File: src/include/driver_fault_params.svh
// Purpose: Constants for the half-bridge driver fault supervisor.
// Assumes: 16-bit serial frames, core clock of 25 MHz.
// Notes:   Bit positions, reset values and timing figures in one place.
`ifndef DRIVER_FAULT_PARAMS_SVH
`define DRIVER_FAULT_PARAMS_SVH

`define CORE_CLK_MHZ        25
`define OC_SHORT_US         25
`define OC_LONG_US          200
`define UL_DELAY_US         350

`define CHANNELS            6
`define DRIVERS             12
`define FRAME_BITS          5'h10
`define FRAME_W             16
`define BITCNT_W            5
`define TIMER_W             14
`define PIN_W               41

`define IN_OV_EN_BIT        15
`define IN_UL_EN_BIT        14
`define IN_OC_SEL_BIT       13
`define IN_CMD_MSB          12
`define IN_CMD_LSB          1
`define IN_STATUS_CLR_BIT   0

`define OUT_SUPPLY_FAIL_BIT 15
`define OUT_ULF_BIT         14
`define OUT_OCF_BIT         13
`define OUT_TWF_BIT         0

`define CMD_RESET           12'h000
`define OV_EN_RESET         1'h1
`define UL_EN_RESET         1'h0
`define OC_SEL_RESET        1'h0

`endif

File: src/include/driver_fault_pkg.sv
// Purpose: Types for the driver fault supervisor.
// Assumes: Constants come from driver_fault_params.svh.
// Notes:   Each module keeps all of its state except the reset synchroniser in one of these structs.
`include "driver_fault_params.svh"

package driver_fault_pkg;

    typedef struct packed {
        logic                     running;
        logic                     sel_short;
        logic                     fired;
        logic [`TIMER_W-1:0]      cnt;
    } timer_state_t;

    typedef struct packed {
        logic [`PIN_W-1:0]        pin_meta;
        logic [`PIN_W-1:0]        pin_sync;
        logic                     cs_d;
        logic                     sclk_d;
        logic [`FRAME_W-1:0]      rx_shift;
        logic [`BITCNT_W-1:0]     bit_cnt;
        logic [`FRAME_W-1:0]      tx_shift;
        logic                     quick_read;
        logic [`DRIVERS-1:0]      cmd;
        logic                     ov_en;
        logic                     ul_en;
        logic                     oc_sel;
        logic                     supply_fail;
        logic                     twf;
        logic                     ocf;
        logic                     ulf;
        logic [`DRIVERS-1:0]      oc_off;
        logic [`DRIVERS-1:0]      ul_off;
        logic [`TIMER_W-1:0]      ul_cnt;
        logic [`DRIVERS-1:0]      drive;
        logic                     so;
        logic                     so_oe;
    } sup_state_t;

endpackage : driver_fault_pkg

File: src/core/fault_delay_timer.sv
// Purpose: Overcurrent latch-off delay for one driver.
// Assumes: cond_in is already synchronised to core_clk_in.
// Notes:   The delay length is frozen when the condition first appears.
`timescale 1ns/1ps
`default_nettype none

`include "driver_fault_params.svh"

module fault_delay_timer
    import driver_fault_pkg::*;
#(
    parameter int CNT_W        = 14,
    parameter int SHORT_CYCLES = 625,
    parameter int LONG_CYCLES  = 5000
) (
    input  wire logic clk_in,
    input  wire logic rst_n_in,
    input  wire logic cond_in,
    input  wire logic sel_short_in,
    output logic      expired_out
);

    localparam logic [CNT_W-1:0] SHORT_LAST = CNT_W'(SHORT_CYCLES - 1);
    localparam logic [CNT_W-1:0] LONG_LAST  = CNT_W'(LONG_CYCLES - 1);

    timer_state_t st_reg;
    timer_state_t st_next;
    logic [CNT_W-1:0] last;

    always_comb begin
        st_next = st_reg;
        last    = st_reg.sel_short ? SHORT_LAST : LONG_LAST;
        if (!cond_in) begin
            st_next.running = 1'h0;
            st_next.fired   = 1'h0;
            st_next.cnt     = '0;
        end else if (!st_reg.running) begin
            st_next.running   = 1'h1;
            st_next.sel_short = sel_short_in; // see RULE_18
            st_next.cnt       = '0;
        end else if (st_reg.cnt[CNT_W-1:0] == last) begin
            st_next.fired = 1'h1;
        end else begin
            st_next.cnt = st_reg.cnt + `TIMER_W'(1); // see RULE_15
        end
    end

    always_ff @(posedge clk_in or negedge rst_n_in) begin
        if (!rst_n_in) begin
            st_reg <= '0;
        end else begin
            st_reg <= st_next;
        end
    end

    assign expired_out = st_reg.fired;
endmodule : fault_delay_timer

`default_nettype wire

File: src/core/driver_fault_supervisor.sv
// Purpose: Fault supervision and serial status for a six-channel half-bridge driver.
// Assumes: Serial pins and fault comparators are asynchronous to core_clk_in.
// Notes:   All pin inputs pass two flops; readout lags chip select by about three cycles.
`timescale 1ns/1ps
`default_nettype none

`include "driver_fault_params.svh"

// Function
// RULE_01 - Overvoltage on either rail sets supply fail
// RULE_02 - Overvoltage with shutdown enabled forces outputs off
// RULE_03 - Keep commands, restore outputs after supply recovers
// RULE_04 - Shutdown disabled: flag only, outputs unchanged
// RULE_05 - Supply fail sticky until status reset
// RULE_06 - Six sensors, warning and shutdown levels
// RULE_07 - Warning sets flag, outputs stay on
// RULE_08 - Any shutdown level turns all off together
// RULE_09 - Thermal shutdown keeps commands, resumes automatically
// RULE_10 - Thermal warning sticky until status reset
// RULE_11 - Select fall with input low shows warning
// RULE_12 - Readout is 0 without, 1 with warning
// RULE_13 - Readout valid before any serial clock edge
// RULE_14 - Host never enables both switches of leg
// RULE_15 - Overcurrent latches driver off after 25/200 us
// RULE_16 - Underload latches off after 350 us if enabled
// RULE_17 - Only valid frame with reset request clears latches
// RULE_18 - Running overcurrent delay ignores select changes
// RULE_19 - Invalid frame leaves latched flags unchanged
module driver_fault_supervisor
    import driver_fault_pkg::*;
#(
    parameter int OC_SHORT_CYCLES = `OC_SHORT_US * `CORE_CLK_MHZ,
    parameter int OC_LONG_CYCLES  = `OC_LONG_US * `CORE_CLK_MHZ,
    parameter int UL_CYCLES       = `UL_DELAY_US * `CORE_CLK_MHZ
) (
    input  wire logic                 core_clk_in,
    input  wire logic                 rstn_in,
    input  wire logic                 chip_select_n_in,
    input  wire logic                 serial_clk_in,
    input  wire logic                 serial_data_in,
    input  wire logic [1:0]           supply_rail_ov_in,
    input  wire logic [`CHANNELS-1:0] thermal_warn_in,
    input  wire logic [`CHANNELS-1:0] thermal_shutdown_in,
    input  wire logic [`DRIVERS-1:0]  overcurrent_in,
    input  wire logic [`DRIVERS-1:0]  underload_in,
    output logic [`DRIVERS-1:0]       driver_output_out,
    output logic                      serial_data_out,
    output logic                      serial_data_oe_out,
    output logic                      supply_fail_flag_out,
    output logic                      thermal_warning_flag_out,
    output logic                      overload_flag_out,
    output logic                      underload_flag_out
);

    localparam logic [`TIMER_W-1:0] UL_LAST = `TIMER_W'(UL_CYCLES - 1);

    logic [1:0]               rst_pipe;
    logic                     rst_n;
    sup_state_t               st_reg;
    sup_state_t               st_next;
    logic                     cs_s;
    logic                     sclk_s;
    logic                     si_s;
    logic [1:0]               ov_s;
    logic [`CHANNELS-1:0]     warn_s;
    logic [`CHANNELS-1:0]     tsd_s;
    logic [`DRIVERS-1:0]      oc_s;
    logic [`DRIVERS-1:0]      ul_s;
    logic [`DRIVERS-1:0]      oc_fired;
    logic                     ov_any;
    logic                     tsd_any;
    logic                     cs_fall;
    logic                     cs_rise;
    logic                     sclk_rise;
    logic                     sclk_fall;
    logic                     frame_ok;
    logic                     frame_bad;
    logic                     clear_req;
    logic                     ul_fire;
    logic [`DRIVERS-1:0]      ul_hit;

    // Reset is released through two flops so every flop leaves reset on one edge
    always_ff @(posedge core_clk_in or negedge rstn_in) begin
        if (!rstn_in) begin
            rst_pipe <= 2'h0;
        end else begin
            rst_pipe <= {rst_pipe[0], 1'h1};
        end
    end
    assign rst_n = rst_pipe[1];

    assign {ul_s, oc_s, tsd_s, warn_s, ov_s, si_s, sclk_s, cs_s} = st_reg.pin_sync;

    assign ov_any    = |ov_s;                                        // see RULE_01
    assign tsd_any   = |tsd_s;                                       // see RULE_06
    assign cs_fall   = st_reg.cs_d && !cs_s;
    assign cs_rise   = !st_reg.cs_d && cs_s;
    assign sclk_rise = !cs_s && !st_reg.sclk_d && sclk_s;
    assign sclk_fall = !cs_s && st_reg.sclk_d && !sclk_s;
    // A frame counts only with exactly sixteen clocks between select edges
    assign frame_ok  = cs_rise && (st_reg.bit_cnt == `FRAME_BITS);   // see RULE_19
    assign frame_bad = cs_rise && !frame_ok;
    assign clear_req = frame_ok && st_reg.rx_shift[`IN_STATUS_CLR_BIT]; // see RULE_17
    assign ul_hit    = ul_s & st_reg.drive;
    assign ul_fire   = (|ul_hit) && (st_reg.ul_cnt == UL_LAST);      // see RULE_16

    genvar g;
    generate
        for (g = 0; g < `DRIVERS; g++) begin : gen_oc
            fault_delay_timer #(
                .CNT_W        (`TIMER_W),
                .SHORT_CYCLES (OC_SHORT_CYCLES),
                .LONG_CYCLES  (OC_LONG_CYCLES)
            ) u_oc_timer (
                .clk_in       (core_clk_in),
                .rst_n_in     (rst_n),
                .cond_in      (oc_s[g] && st_reg.drive[g]),
                .sel_short_in (st_reg.oc_sel),
                .expired_out  (oc_fired[g])
            );
        end
    endgenerate

    always_comb begin
        st_next          = st_reg;
        st_next.pin_meta = {underload_in, overcurrent_in, thermal_shutdown_in, thermal_warn_in,
                            supply_rail_ov_in, serial_data_in, serial_clk_in, chip_select_n_in};
        st_next.pin_sync = st_reg.pin_meta;
        st_next.cs_d     = cs_s;
        st_next.sclk_d   = sclk_s;

        // Serial receive and transmit
        if (cs_fall) begin
            st_next.bit_cnt    = '0;
            st_next.quick_read = !si_s;                              // see RULE_11
            st_next.tx_shift   = {st_reg.supply_fail, st_reg.ulf, st_reg.ocf,
                                  st_reg.oc_off | st_reg.ul_off, st_reg.twf};
        end else if (sclk_rise) begin
            st_next.rx_shift   = {st_reg.rx_shift[`FRAME_W-2:0], si_s};
            st_next.quick_read = 1'h0;
            if (st_reg.bit_cnt <= `FRAME_BITS) begin
                st_next.bit_cnt = st_reg.bit_cnt + `BITCNT_W'(1);
            end
        end else if (sclk_fall) begin
            st_next.tx_shift = {st_reg.tx_shift[`FRAME_W-2:0], 1'h0};
        end

        if (frame_ok) begin
            st_next.ov_en  = st_reg.rx_shift[`IN_OV_EN_BIT];
            st_next.ul_en  = st_reg.rx_shift[`IN_UL_EN_BIT];
            st_next.oc_sel = st_reg.rx_shift[`IN_OC_SEL_BIT];
            st_next.cmd    = st_reg.rx_shift[`IN_CMD_MSB:`IN_CMD_LSB];
        end

        // Clearing first, setting after, so a fresh event always survives
        if (clear_req) begin
            st_next.supply_fail = 1'h0;                              // see RULE_05
            st_next.twf    = 1'h0;                                   // see RULE_10
            st_next.ocf    = 1'h0;
            st_next.ulf    = 1'h0;
            st_next.oc_off = '0;                                     // see RULE_17
            st_next.ul_off = '0;
        end
        if (ov_any) begin
            st_next.supply_fail = 1'h1;                              // see RULE_01
        end
        if (|warn_s) begin
            st_next.twf = 1'h1;                                      // see RULE_07
        end
        if (|oc_fired) begin
            st_next.ocf    = 1'h1;
            st_next.oc_off = st_next.oc_off | oc_fired;              // see RULE_15
        end

        // One shared underload timer; later channels get what is left of it
        if (!(|ul_hit)) begin
            st_next.ul_cnt = '0;
        end else if (!ul_fire) begin
            st_next.ul_cnt = st_reg.ul_cnt + `TIMER_W'(1);
        end
        if (ul_fire) begin
            st_next.ulf = 1'h1;
            if (st_reg.ul_en) begin
                st_next.ul_off = st_next.ul_off | ul_hit;            // see RULE_16
            end
        end

        // Commands are never touched by faults, so recovery from overvoltage and thermal shutdown needs no host action
        st_next.drive = st_next.cmd & ~st_next.oc_off & ~st_next.ul_off
                      & {`DRIVERS{!(ov_any && st_reg.ov_en)}}        // see RULE_02
                      & {`DRIVERS{!tsd_any}};                        // see RULE_08 RULE_09

        st_next.so_oe = !cs_s;
        st_next.so    = st_next.quick_read ? st_next.twf : st_next.tx_shift[`FRAME_W-1]; // see RULE_12
    end

    always_ff @(posedge core_clk_in or negedge rst_n) begin
        if (!rst_n) begin
            st_reg          <= '0;
            st_reg.pin_meta <= {`PIN_W{1'h0}} | `PIN_W'(3);
            st_reg.pin_sync <= {`PIN_W{1'h0}} | `PIN_W'(3);
            st_reg.cs_d     <= 1'h1;
            st_reg.sclk_d   <= 1'h1;
            st_reg.cmd      <= `CMD_RESET;
            st_reg.ov_en    <= `OV_EN_RESET;
            st_reg.ul_en    <= `UL_EN_RESET;
            st_reg.oc_sel   <= `OC_SEL_RESET;
        end else begin
            st_reg <= st_next;
        end
    end

    assign driver_output_out        = st_reg.drive;
    assign serial_data_out          = st_reg.so;                     // see RULE_13
    assign serial_data_oe_out       = st_reg.so_oe;
    assign supply_fail_flag_out     = st_reg.supply_fail;
    assign thermal_warning_flag_out = st_reg.twf;
    assign overload_flag_out        = st_reg.ocf;
    assign underload_flag_out       = st_reg.ulf;
endmodule : driver_fault_supervisor

`default_nettype wire

File: config.mk
export PLATFORM = sky130hd
export DESIGN_NAME = driver_fault_supervisor
export DESIGN_NICKNAME = d
export VERILOG_FILES = /design/src/include/driver_fault_pkg.sv /design/src/core/fault_delay_timer.sv /design/src/core/driver_fault_supervisor.sv
export VERILOG_INCLUDE_DIRS = /design/src /design/src/include
export SDC_FILE = /design/constraint.sdc
export NUM_CORES = 1
export LEC_CHECK = 0
export ABC_AREA = 1
export BUFFER_PORTS_ARGS = -buffer_cell sky130_fd_sc_hd__clkbuf_2
export CAP_MARGIN = 40
export CORE_ASPECT_RATIO = 0.7
export CORE_UTILIZATION = 50
export CTS_CLUSTER_SIZE = 8
export DETAILED_ROUTE_END_ITERATION = 12
export GPL_TIMING_DRIVEN = 0
export PLACE_DENSITY = 0.66
export SYNTH_ARGS = -nofsm -noshare
export SYNTH_HDL_FRONTEND = slang
export SYNTH_SLANG_ARGS = --single-unit
File: constraint.sdc
create_clock -name core_clk_in -period 31.9 [get_ports core_clk_in]
set_clock_uncertainty 0.05 [all_clocks]
set_input_delay 3.19 -clock core_clk_in [delete_from_list [all_inputs] [get_ports core_clk_in]]
set_output_delay 3.19 -clock core_clk_in [all_outputs]
set_load 0.01 [all_outputs]
==> impl_metrics.toml <==
[clock_network]
postCtsHoldBufs = 0
cts_tree = "built"
post_cts_resized = 0
cts.clk_slew.worst_paths_ns = 0.05
cts_setup_buffers = 0
clock_sink_count = 399
root_buffer = "clkbuf_16"
clockBufferDepth = 3
numCtsBuffers = 55
htreeDepth = 2
clock_latency_ns = 0.58

[floorplan]
fp.dieArea_sq_um = 36600
fp.dieW_um = 228
start_util_pct = 51.2
io_pins = 61
core-area_sq_um = 35000
die_h_um = 160
rows = 57

[timing]
setup_tns_ns = 0
tightest_slew_ns = 0.733
final_hold_viol_count = 0
timing.final.crit_share_pct = 14.2
setup_viol_count_final = 0
post-route-min-period_ns = 4.52
fin_hold_ws_ns = 0.290
max_freq_mhz = 221
slew_violations = 0
slew_headroom_pct = 51.1
rsz0062_at_grt = "no"
setup_ws_ns = 27.38

[worst_setup_path]
worstPathRequired_ns = 28.66
r2r_start = "st_reg[88]$_DFFE_PN0P_"
reg2reg_to = "driver_output_out[11]$_DFF_PN0_"
cp.arrival_ns = 1.28
cp_max_fo = 3
ff2ff_path_depth = 10
cp-start-kind = "register"
crit_type = "register to output port"
r2r_slack_ns = 29.96
cp-end-kind = "output port"

[drt]
avgRoutedWirePerCell_um = 14.1
drc_errors = 0
drt_iter0_drc = 1081
viasPerCell = 5.16
vias = 14100
drtAntennaViolNets = 0
drt_wl_total_um = 38600
drt-pass1-iter-count = 6

[place]
dp_hpwl_um = 27400
io_buffer_count = 60
dp_slack_ns = 27.96
place_area_sq_um = 19000
routabilityCongestion = 0.880

[worst_hold_path]
hold_path_depth = 0
hold_path_end = "st_reg[119]$_DFF_PN0_"
min_path_type = "register to register"
hold_path.startpoint = "st_next[119]$_DFF_PN0_"

[power]
ir_drop_v = 0.0000529
p_sw_share_pct = 21.3
p_int_w = 0.000842
leakage_nw = 9.47
netSwitchingPower_w = 0.000228
power_frac_seq_pct = 48.9
power.density_nw_per_um2 = 52.1
combPwrFrac_pct = 2.2
clockPowerShare_pct = 48.9

[grt]
met2_usage_pct = 31.8
grt_pass1_wl_um = 66300
grt-ovfl-total = 0
track_usage_pct = 21.9
global_route.usage.met1_pct = 33.7
grt_pass1_vias = 13500
antenna_found_initial = 0
met3_usage_pct = 3.82
grt_max_degree = 67
busiest_layer = "met1"

[layout]
antenna_cells = 0
largest_register_ff_count = 192
stdcell_area_sq_um = 20500
final_cell_mix = "nand2_1 (484), dfrtp_1 (391), nor2_1 (299)"
area_growth_pct = 14.4
drive_above_1_share_pct = 8.74
fin_nets = 2299
layout.cells.most_common = "nand2_1"

[logic_synthesis]
syn_nets = 2175
synth_warnings = 0
yosysTopAreaCell = "dfrtp_1"
synth_area_leaders = "dfrtp_1 (55%), nand2_1 (10%), nor2_1 (6.3%)"
synthesis.area_sq_um = 17900
synth_cells = 2116
ys_types = 47
synth_seq_area_share_pct = 55.7
yosys.area.top_type_share_pct = 54.7
avgSynthCellArea_sq_um = 8.47
ys_ff_latch = 399

[outcome]
status = "finished clean"

[run]
drv_cap = 0
power by group through the flow:
stage	combinational [W]	sequential [W]	clock, W
after global placement	0.0000129	0.000540	0
after detailed placement	0.0000243	0.000531	0
after CTS	0.0000244	0.000523	0.000536
after global routing	0.0000276	0.000523	0.000561
final	0.0000236	0.000523	0.000523
after floorplan	0.00000805	0.000536	0
cells in the mapped netlist, drive strengths merged:
library cell	instances
nor3b	5
o211ai	7
o21bai	2
nand2	486
xnor2	5
a21oi	85
nor4	10
or2	7
ha	16
dfrtp	392
dfstp	7
clkinv	2
clkbuf	9
o21a	19
xor2	44
and3	1
a22oi	1
o22ai	2
o31ai	2
mux2	1
a31oi	17
nand4	32
o221ai	6
o21ai	117
a311oi	1
buf	29
nor2	315
inv	271
o21ba	1
nand3b	12
a211oi	2
nand3	133
nor3	75
and2	1
conb	1
metal layers:
metal  part of all wire, %  vias up
met5                     0        -
met2                    42      364
met3                   5.7       65
met4                   1.9        0
li1                      -     7026
met1                    51     6671
worst max-delay path, stage by stage (launching register included):
cell and delay [ns]:
dfrtp_1 0.44, buf_4 0.16, clkbuf_2 0.12
final cells by class:
cell class	instances	area [sq um]
buffer	38	229
clock buffer	81	1500
clock inverter	2	25.0
fill	3035	14500
inverter	273	1030
multi-input combinational	1406	6680
sequential	399	10000
tap	472	591
timing repair buffer	67	473
worst max-delay path by stage:
stage / startpoint / endpoint / depth (start not counted)
2_1_floorplan: rst_pipe[1]$_DFF_PN0_ / driver_output_out[0]$_DFF_PN0_ / 0
3_3_place_gp: rst_pipe[1]$_DFF_PN0_ / gen_oc[11].u_oc_timer.st_reg[10]$_DFFE_PN0P_ / 0
3_5_place_dp: driver_output_out[4]$_DFF_PN0_ / driver_output_out[4] / 2
4_1_cts: driver_output_out[4]$_DFF_PN0_ / driver_output_out[4] / 2
5_1_grt: driver_output_out[4]$_DFF_PN0_ / driver_output_out[4] / 2
6_report: driver_output_out[4]$_DFF_PN0_ / driver_output_out[4] / 2
cell families (layout without fill, tap and decap cells):
family          Yosys count  in the layout  synth area share (%)
flops                   399            399                  55.7
compound gates          262            262                  8.08
simple gates           1077           1077                  25.6
fa+ha+maj                16             16                  1.12
other cells               1              1                0.0209
buf+inv                 311            461                  7.01
xor+xnor                 49             49                  2.39
mux                       1              1                0.0628
through the flow:
step                instances  util (%)  power, W
floorplan                2116         -  0.000544
global placement         2648      53.7  0.000552
detailed placement       2655      54.2  0.000555
CTS                      2738      58.6   0.00108
global route             2738      58.6   0.00111
finish                   2738      58.6   0.00107
No activity file was read; power rests on OpenSTA's default activity.
